### src/uct_pkg.sv
// constants shared by the counter/timer and receive watchdog block
package uct_pkg;

  // ---------------------------------------------------------------
  // register indexes (byte address is four times the index)
  // ---------------------------------------------------------------
  localparam logic [4:0] IDX_AUX_CTRL  = 5'h04; // write: clock source
  localparam logic [4:0] IDX_INT       = 5'h05; // read status, write mask
  localparam logic [4:0] IDX_UPPER     = 5'h06; // count / preload high
  localparam logic [4:0] IDX_LOWER     = 5'h07; // count / preload low
  localparam logic [4:0] IDX_OUT_CFG   = 5'h0D; // write: output port config
  localparam logic [4:0] IDX_START     = 5'h0E; // read: start command
  localparam logic [4:0] IDX_STOP      = 5'h0F; // read: stop command
  localparam logic [4:0] IDX_BLOCK_CFG = 5'h10; // mode and watchdog enables

  // ---------------------------------------------------------------
  // field positions
  // ---------------------------------------------------------------
  localparam int AUX_SRC_LSB  = 4;  // aux_control_reg bits 6:4
  localparam int OUT_SEL_LSB  = 2;  // output_port_config bits 3:2
  localparam int ISR_WDA_BIT  = 1;
  localparam int ISR_CT_BIT   = 3;
  localparam int ISR_WDB_BIT  = 5;
  localparam int CFG_TIMER    = 0;  // 1 = timer mode
  localparam int CFG_WD_EN    = 1;  // bits 2:1 watchdog enables
  localparam int CFG_RXTO_EN  = 3;  // counter used as receive timeout
  localparam int CFG_RXTO_CH  = 4;  // channel owning the timeout

  // ---------------------------------------------------------------
  // encodings, reset values, timing
  // ---------------------------------------------------------------
  localparam logic [1:0]  OUT_SEL_CT   = 2'h1;   // pin shows counter output
  localparam logic [15:0] RST_PRELOAD  = 16'h0000;
  localparam logic [7:0]  RST_MASK     = 8'h00;
  localparam logic [4:0]  RST_CFG      = 5'h00;  // counter mode after reset
  localparam int          WD_BIT_TIMES = 64;

endpackage

### src/uct_counter_timer.sv
// shared 16-bit counter/timer with per-channel receive watchdogs
`timescale 1ns/1ps
`default_nettype none

module uct_counter_timer
  import uct_pkg::*;
#(
  parameter int CNT_W  = 16,
  parameter int N_SRC  = 8,
  parameter int WD_LEN = WD_BIT_TIMES
) (
  // clock, reset, enable
  input  wire logic             CLK,
  input  wire logic             RESET_N,
  input  wire logic             CE,
  // ahb-lite slave
  input  wire logic             HSEL,
  input  wire logic [31:0]      HADDR,
  input  wire logic [1:0]       HTRANS,
  input  wire logic             HWRITE,
  input  wire logic [2:0]       HSIZE,
  input  wire logic [31:0]      HWDATA,
  input  wire logic             HREADY,
  output logic      [31:0]      HRDATA,
  output logic                  HREADYOUT,
  output logic                  HRESP,
  // counter clock source strobes from on-chip prescalers
  input  wire logic [N_SRC-1:0] CT_SRC_TICK,
  // receiver side, per channel
  input  wire logic [1:0]       RX_PUSH,
  input  wire logic [1:0]       RX_BIT_TICK,
  output logic      [1:0]       RX_TIMEOUT,
  // port and interrupt
  input  wire logic             OP3_DATA,
  output logic                  TIMER_OUTPUT_PIN,
  output logic                  CT_BAUD_CLK,
  output logic                  INTERRUPT_REQUEST_N
);

  // ---------------------------------------------------------------
  // state
  // ---------------------------------------------------------------
  localparam int WD_W = $clog2(WD_LEN);
  localparam logic [WD_W-1:0]  WD_LAST = WD_W'(WD_LEN - 1);
  localparam logic [CNT_W-1:0] CNT_ONE = CNT_W'(1);

  typedef struct packed {
    logic [CNT_W-1:0]     preload;
    logic [CNT_W-1:0]     count;
    logic                 running;
    logic                 ct_out;
    logic                 ct_ready;
    logic [2:0]           src_sel;
    logic [1:0]           out_sel;
    logic [7:0]           interrupt_mask;
    logic [4:0]           cfg;
    logic [1:0]           wd_run;
    logic [1:0]           wd_flag;
    logic [1:0][WD_W-1:0] wd_cnt;
    logic                 wr_pend;
    logic [4:0]           wr_idx;
    logic [31:0]          rdata;
  } uct_state_t;

  uct_state_t s;
  uct_state_t next_s;

  logic       acc;
  logic       rd_acc;
  logic [4:0] idx;
  logic       start;
  logic       stop;
  logic       timer;
  logic       tick;
  logic       rx_reload;
  logic       term;
  logic [7:0] interrupt_status_reg;

  // ---------------------------------------------------------------
  // decode and shared terms
  // ---------------------------------------------------------------
  // bus stalls while CE is low so no transfer slips past frozen state
  assign acc    = HSEL & HREADY & HTRANS[1];
  assign rd_acc = acc & ~HWRITE;
  assign idx    = HADDR[6:2];
  assign start  = rd_acc & (idx == IDX_START);
  assign stop   = rd_acc & (idx == IDX_STOP);
  assign timer  = s.cfg[CFG_TIMER];
  assign tick   = CT_SRC_TICK[s.src_sel];
  // only the selected channel reloads the shared counter
  assign rx_reload = s.cfg[CFG_RXTO_EN] & ~timer
                   & RX_PUSH[s.cfg[CFG_RXTO_CH]];
  assign term   = s.running & tick & (s.count == CNT_ONE);

  // status view: counter ready plus the two watchdog flags
  always_comb begin
    interrupt_status_reg = 8'h00;
    interrupt_status_reg[ISR_CT_BIT]  = s.ct_ready;
    interrupt_status_reg[ISR_WDA_BIT] = s.wd_flag[0];
    interrupt_status_reg[ISR_WDB_BIT] = s.wd_flag[1];
  end

  // ---------------------------------------------------------------
  // next state
  // ---------------------------------------------------------------
  always_comb begin
    next_s = s;

    // bus: address phase captured, write lands in data phase
    next_s.wr_pend = acc & HWRITE;
    next_s.wr_idx  = idx;
    if (rd_acc) begin
      next_s.rdata = 32'h0000_0000;
      unique case (idx)
        IDX_INT:       next_s.rdata[7:0] = interrupt_status_reg;
        IDX_UPPER:     next_s.rdata[7:0] = s.count[15:8];
        IDX_LOWER:     next_s.rdata[7:0] = s.count[7:0];
        IDX_BLOCK_CFG: next_s.rdata[4:0] = s.cfg;
        default:       next_s.rdata = 32'h0000_0000;
      endcase
    end
    // write data arrives the cycle after its address was taken
    if (s.wr_pend) begin
      unique case (s.wr_idx)
        IDX_AUX_CTRL:  next_s.src_sel = HWDATA[AUX_SRC_LSB +: 3];
        IDX_INT:       next_s.interrupt_mask = HWDATA[7:0];
        IDX_UPPER:     next_s.preload[15:8] = HWDATA[7:0];
        IDX_LOWER:     next_s.preload[7:0]  = HWDATA[7:0];
        IDX_OUT_CFG:   next_s.out_sel = HWDATA[OUT_SEL_LSB +: 2];
        IDX_BLOCK_CFG: next_s.cfg = HWDATA[4:0];
        default:       next_s.src_sel = s.src_sel;
      endcase
    end

    // counter / timer core; preload only sampled at load points
    if (start) begin
      next_s.count   = s.preload;
      next_s.running = 1'b1;
      if (timer) begin
        next_s.ct_out = 1'b1;
      end
    end else if (rx_reload) begin
      next_s.count   = s.preload;
      next_s.running = 1'b1;
    end else if (s.running && tick) begin
      // reload at one, so each half period is exactly preload ticks
      if (timer && term) begin
        next_s.count  = s.preload;
        next_s.ct_out = ~s.ct_out;
      end else begin
        next_s.count = s.count - CNT_ONE;
      end
    end

    // stop halts only in counter mode; flag clear in both
    if (stop) begin
      if (!timer) begin
        next_s.running = 1'b0;
      end
      next_s.ct_ready = 1'b0;
    end
    // set beats a same-cycle clear
    if (term && !start && !rx_reload) begin
      if (!timer) begin
        next_s.ct_ready = 1'b1;
      end else if (!s.ct_out) begin
        next_s.ct_ready = 1'b1;
      end
    end

    // per-channel watchdogs, clocked by the receiver bit ticks
    // a character in the expiry cycle wins: the line is not idle
    for (int i = 0; i < 2; i++) begin
      if (!s.cfg[CFG_WD_EN + i]) begin
        next_s.wd_run[i]  = 1'b0;
        next_s.wd_flag[i] = 1'b0;
      end else if (RX_PUSH[i]) begin
        next_s.wd_cnt[i]  = '0;
        next_s.wd_run[i]  = 1'b1;
        next_s.wd_flag[i] = 1'b0;
      end else if (s.wd_run[i] && RX_BIT_TICK[i]) begin
        if (s.wd_cnt[i] == WD_LAST) begin
          next_s.wd_run[i]  = 1'b0;
          next_s.wd_flag[i] = 1'b1;
        end else begin
          next_s.wd_cnt[i] = s.wd_cnt[i] + WD_W'(1);
        end
      end
    end
  end

  // ---------------------------------------------------------------
  // state register
  // ---------------------------------------------------------------
  always_ff @(posedge CLK or negedge RESET_N) begin
    if (!RESET_N) begin
      s         <= '0;
      s.preload <= RST_PRELOAD;
      s.interrupt_mask     <= RST_MASK;
      s.cfg     <= RST_CFG;
    end else if (CE) begin
      s <= next_s;
    end
  end

  // ---------------------------------------------------------------
  // outputs
  // ---------------------------------------------------------------
  assign HRDATA     = s.rdata;
  assign HREADYOUT  = CE; // wait states only while frozen
  assign HRESP      = 1'b0;
  assign RX_TIMEOUT = s.wd_flag;
  assign CT_BAUD_CLK = s.ct_out;
  // pin falls back to the plain port bit unless routed
  assign TIMER_OUTPUT_PIN = (s.out_sel == OUT_SEL_CT) ? s.ct_out
                                                      : OP3_DATA;
  assign INTERRUPT_REQUEST_N = ~|(interrupt_status_reg & s.interrupt_mask);
endmodule

`default_nettype wire

### config.mk
export PLATFORM = sky130hd
export DESIGN_NAME = uct_counter_timer
export DESIGN_NICKNAME = d
export VERILOG_FILES = /design/src/uct_pkg.sv /design/src/uct_counter_timer.sv
export SDC_FILE = /design/constraint.sdc
export NUM_CORES = 1
export LEC_CHECK = 0
export BUFFER_PORTS_ARGS = -buffer_cell sky130_fd_sc_hd__buf_2
export CORE_MARGIN = 4
export CORE_UTILIZATION = 52
export DETAILED_ROUTE_END_ITERATION = 16
export GPL_TIMING_DRIVEN = 0
export PLACE_DENSITY = 0.8
export SETUP_SLACK_MARGIN = 0.15
export SYNTH_ARGS = -nofsm -noshare
export SYNTH_HDL_FRONTEND = slang
export SYNTH_SLANG_ARGS = --single-unit
### constraint.sdc
create_clock -name CLK -period 2.2 [get_ports CLK]
set_input_delay 0.55 -clock CLK [delete_from_list [all_inputs] [get_ports CLK]]
set_output_delay 0.55 -clock CLK [all_outputs]
set_load 0.1 [all_outputs]
==> impl_metrics.toml, run 1 <==
[yosys]
async_flop_share_pct = 100
synth.avg_cell_area_sq_um = 10.1
ys_ff_latch = 78
syn_area_sq_mm = 0.00435
yosysUniqueCellTypes = 55
synth_flop_cell = "dfrtp_1"
synth_edf_count = 0
synth_cells = 430
ys_seq_area_share_pct = 44.8
yosysWarnings = 0

[timing]
drv_slew = 0
post-route-min-period_ps = 2110
fin_tns_setup_ps = 0
fmax_mhz = 473
relSlewSlack_pct = 52.4
whs_ps = 421
hold_viol = 0
rsz0062_at_grt = "true"
period_share_pct = 96.0
skew_ps = 17.2
setup_violations = 0
tightestPinTransition_ps = 712
worst_slack_ps = 87.4

[floorplan]
ios = 127
die_w_microns = 99.5
num_rows = 33
die_area_sq_mm = 0.00990
die_h_microns = 99.5
start_util_pct = 53.3
core-area_sq_mm = 0.00818

[clock_tree]
cts_tree = "done"
cts_buffers = 9
htree_levels = 3
clkSinkCount = 78
cts_buffer_depth = 2
clk_pin_slew_ps = 80
clock-root-buffer = "clkbuf_8"
clk_latency_ps = 370

[power_and_ir_drop]
p_int_uw = 2520
swShare_pct = 33.1
seqPwrFrac_pct = 44.1
p_leak_uw = 0.00267
ir_drop_v = 0.000809
clockPowerShare_pct = 32.7
netSwitchingPower_uw = 1250
power.density_mw_per_mm2 = 696
combinationalPowerShare_pct = 23.2

[final_layout]
area_growth_pct = 24.5
stdcell_area_sq_mm = 0.00542
layout-drive-gt1-share_pct = 35.7
final_cell_mix = "74 x dfrtp_1, 59 x buf_4, 42 x buf_2"
final_common_cell = "dfrtp_1"
n_antenna_cell = 0
seq_area_sq_mm = 0.00196
largest_register = "s"
multiInputGateArea_sq_mm = 0.00222
fin_cells = 645
largest_reg_flops = 66
nFillCells = 625
nets = 627

[worst_setup_path]
cp_max_fo = 4
crit_slowest_cell = "dfrtp_2"
worstSetupPathType = "reg2out"
cp-end-kind = "primary output"
critPathLaunchType = "register"
cp_cell_sequence = "a222oi_1, buf_4"
cp.arrival_ps = 1560
crit_required_ps = 1650
slowest_delay_ps = 450

[drt]
vias = 3720
drcViolationCount = 0
ant_nets = 0
drtIter0Drc = 461
first_pass_iters = 5
wl_per_cell_microns = 17.2
routed_wl_microns = 11100
vias_per_cell = 5.77

[run]
max_cap_viol_count = 0

[grt]
antenna_found_initial = 0
global_route.overflow_total = 0
grt_max_degree = 75
first_global_vias = 3560
track_usage_pct = 22.7
grt_pass1_wl_microns = 17500

[place]
place_hpwl_microns = 7410
dp_slack_ps = -222
gp_congestion = 0.918
io_buffers = 44
dp.cells = 604
dpl_cell_area_sq_mm = 0.00484

[run_status]
status = "completed"

[worst_hold_path]
hp-class = "in2reg"
## stage by stage
stage,utilization (%),power (uW)
2_1_floorplan,-,2200
3_3_place_gp,58.9,2360
3_5_place_dp,59.2,2390
4_1_cts,65.0,3680
6_report,66.3,3770
5_1_grt,66.3,3910
## logic make-up (layout without fill, tap and decap cells)
logic type | Yosys count | in the layout | share of synthesized area, %
XOR/XNOR | 3 | 3 | 0.604
adder cells (fa/ha/maj) | 4 | 4 | 1.15
other | 1 | 25 | 0.0861
multiplexers | 63 | 63 | 15.9
AND/OR/NAND/NOR | 134 | 134 | 15.6
AO/OA/AOI/OAI | 82 | 82 | 12.5
buffers and inverters | 65 | 151 | 9.31
flip-flops | 78 | 78 | 44.8
## synth_stat cells, types with 3 or more instances
library cell / count / share of area [%]
inv_1: 17 / 1.5
nand2b_1: 3 / 0.43
ha_1: 4 / 1.1
dfrtp_1: 78 / 45
a22oi_1: 8 / 1.4
nand2_1: 38 / 3.3
nor3_1: 17 / 2.0
nor4_1: 5 / 0.72
a21oi_1: 13 / 1.5
o2bb2ai_1: 7 / 1.4
a22o_1: 7 / 1.4
o21ai_0: 30 / 3.4
nand3_1: 16 / 1.8
mux2i_1: 22 / 5.1
and2_1: 3 / 0.43
nand3b_1: 3 / 0.52
clkbuf_1: 6 / 0.52
buf_4: 36 / 6.2
and3_1: 9 / 1.3
mux2_2: 40 / 10
nor2_1: 25 / 2.2
## critical path: cells and delay by family, from the launching register on
| family | cells | cell delay [ps] |
|---|---|---|
| AO/OA/AOI/OAI | 1 | 380 |
| flip-flops | 1 | 450 |
| buffers and inverters | 1 | 370 |
## path summary, 6_finish.rpt
check	startpoint	end	slack, ps	depth (start not counted)
max in group asynchronous	RESET_N	RX_TIMEOUT[1]	1110	3
max	RX_TIMEOUT[1]	INTERRUPT_REQUEST_N	90	2
min	RX_PUSH[1]	s[46]	420	2
min in group asynchronous	RESET_N	s[47]	530	2
max reg2reg	s[79]	s[89]	100	9
min reg2reg	HRDATA[3]	HRDATA[3]	490	2
## area by class of cell
type / count / area share [%]
clock inverters: 5 / 1.50
plain buffers: 48 / 6.47
clock buffers: 11 / 2.61
well taps: 105 / 2.42
inverters: 17 / 1.18
flip-flops and latches: 78 / 36.1
repair buffers: 70 / 8.80
multi-input cells: 311 / 40.9
## routing by layer
metal	global-route usage (%)	up-vias	wire length (microns)
met3	4.07	44	975
li1	-	1700	-
met2	35.5	204	5200
met1	30.6	1772	4500
met5	0	-	0
met4	11.0	0	395
## power groups by stage
stage	logic [uW]	clock network, uW	registers [uW]
3_5_place_dp	719	0	1670
4_1_cts	787	1250	1640
5_1_grt	931	1310	1670
3_3_place_gp	695	0	1660
6_report	875	1230	1660
2_1_floorplan	568	0	1630
## timing repair
item	CTS	global route
gates resized for setup	36	10
setup endpoints to repair	18	33
endpoints found under the hold margin	4	0
setup buffers	14	7
gates cloned	3	0
pin swaps	19	11
hold buffers	1	0
Note: power is estimated with default switching activity, not from simulation.
==> run 2: changes to the inputs <==
--- a/config.mk
+++ b/config.mk
@@ -11,7 +11,7 @@
 export DETAILED_ROUTE_END_ITERATION = 16
 export GPL_TIMING_DRIVEN = 0
 export PLACE_DENSITY = 0.8
-export SETUP_SLACK_MARGIN = 0.15
+export SETUP_SLACK_MARGIN = 0.1
 export SYNTH_ARGS = -nofsm -noshare
 export SYNTH_HDL_FRONTEND = slang
 export SYNTH_SLANG_ARGS = --single-unit
==> constraint.sdc (replaced) <==
create_clock -name CLK -period 2 [get_ports CLK]
set_input_delay 0.5 -clock CLK [delete_from_list [all_inputs] [get_ports CLK]]
set_output_delay 0.5 -clock CLK [all_outputs]
set_load 0.1 [all_outputs]
==> impl_metrics.toml, run 2 (synthesized netlist as in run 1, its figures left out) <==
[worst_setup_path]
cp-end-kind = "register"
cp.arrival_ps = 2400
critPathLaunchType = "register"
reg2regPathDepth = 8
cp_max_fo = 5
worstSetupPathType = "reg2reg"
crit_required_ps = 2270

[timing]
skew_ps = 12.6
tightestPinTransition_ps = 705
drv_slew = 0
relSlewSlack_pct = 52.6
hold_viol = 0
setup_violations = 15
period_share_pct = 106
whs_ps = 19.4
post-route-min-period_ps = 2130
worst_slack_ps = -126
fmax_mhz = 470
rsz0062_at_grt = "true"

[clock_tree]
cts_tree = "done"
cts_buffers = 9
htree_levels = 3
clk_latency_ps = 360
clk_pin_slew_ps = 90
clkSinkCount = 78
hold_buffers = 0
clock-root-buffer = "clkbuf_8"
cts_buffer_depth = 2

[grt]
global_route.overflow_total = 0
antenna_found_initial = 0
grt_max_degree = 57
grt_pass1_wl_microns = 17100
track_usage_pct = 22.0
first_global_vias = 3471

[drt]
vias_per_cell = 5.67
vias = 3599
first_pass_iters = 7
ant_nets = 0
wl_per_cell_microns = 17.4
drtIter0Drc = 387
drcViolationCount = 0
routed_wl_microns = 11000

[run_status]
status = "finished with violations"
violations = "negative setup slack"

[final_layout]
n_antenna_cell = 0
fin_cells = 635
nets = 619
largest_register = "s"
final_cell_mix = "71 x dfrtp_1, 54 x buf_4, 40 x mux2_2, 40 x buf_2, 38 x nand2_1"
largest_reg_flops = 66
area_growth_pct = 23.4
utilization_pct = 65.7
final_common_cell = "dfrtp_1"
nFillCells = 635
layout-drive-gt1-share_pct = 34.9

[power_and_ir_drop]
power_uw = 4030
p_leak_uw = 0.00264
ir_drop_v = 0.000381
power.density_mw_per_mm2 = 749

[place]
dp_slack_ps = -386
place_hpwl_microns = 7540
dp.cells = 604
io_buffers = 44
gp_congestion = 0.972

[worst_hold_path]
hp-class = "in2async"

[floorplan]
start_util_pct = 53.3
die_h_microns = 99.5
core-area_sq_mm = 0.00818
ios = 127
die_w_microns = 99.5
num_rows = 33
die_area_sq_mm = 0.00990

[run]
max_cap_viol_count = 0
-- run 2: changes by cell type in the layout (fill, tap and decap cells not counted), sizes merged --
cell         before  now
buf             111  107
dlygate4sd3       1    0
clkbuf           17   13
inv              18   17
-- run 2: per-layer routing --
metal	share of wire [%]	global-route usage [%]	vias up
li1	-	-	1681
met1	42	29.1	1710
met5	0	0	-
met2	48	34.9	173
met4	3.1	10.7	0
met3	7.6	4.14	35
-- run 2: area by class of cell --
class / instances / area (sq um) / share of cell area [%]
Sequential cell: 78 / 1960 / 36.5
Timing Repair Buffer: 63 / 430 / 8.01
Buffer: 47 / 368 / 6.84
Inverter: 17 / 63.8 / 1.19
Tap cell: 105 / 131 / 2.44
Clock inverter: 4 / 72.6 / 1.35
Multi-Input combinational cell: 311 / 2210 / 41.1
Clock buffer: 10 / 138 / 2.56
-- run 2: power breakdown --
part	switching [uW]	internal [uW]	leakage, uW	total (uW)
combinational	570	321	0.00151	892
sequential	152	1680	0.00102	1830
clock	582	721	0.000104	1300
total	1310	2720	0.00264	4030
-- run 2: repair_timing --
item / CTS / global route
resized for setup: 27 / 17
cloned: 1 / 1
setup endpoints to repair: 20 / 45
setup buffers: 12 / 4
pin swaps: 12 / 6
-- run 2: stage by stage --
stage	TNS (ps)	area, sq um
final	-928	5380
after global routing	-1770	5380
after CTS	-76.4	5290
after detailed placement	-9320	4860
after global placement	-14360	4830
after floorplan	-1300	4480
-- run 2: worst paths after layout --
check | end | start | slack, ps
min in group CLK | s[106] | HWDATA[7] | 400
worst max register to register | s[85] | s[69] | -130
worst min-delay path | s[86] | RESET_N | 20
max in group asynchronous | RX_TIMEOUT[0] | RESET_N | 1380
worst min register to register | HRDATA[0] | HRDATA[0] | 480
worst max-delay path | s[85] | s[69] | -130
-- run 2: worst max-delay path, stage by stage (launching register included) --
cell	delay [ps]
dfrtp_2	410
mux4_2	340
nand2b_4	130
nand4_4	110
buf_4	180
o31ai_4	380
buf_6	190
o21ai_0	130
a22oi_1	170
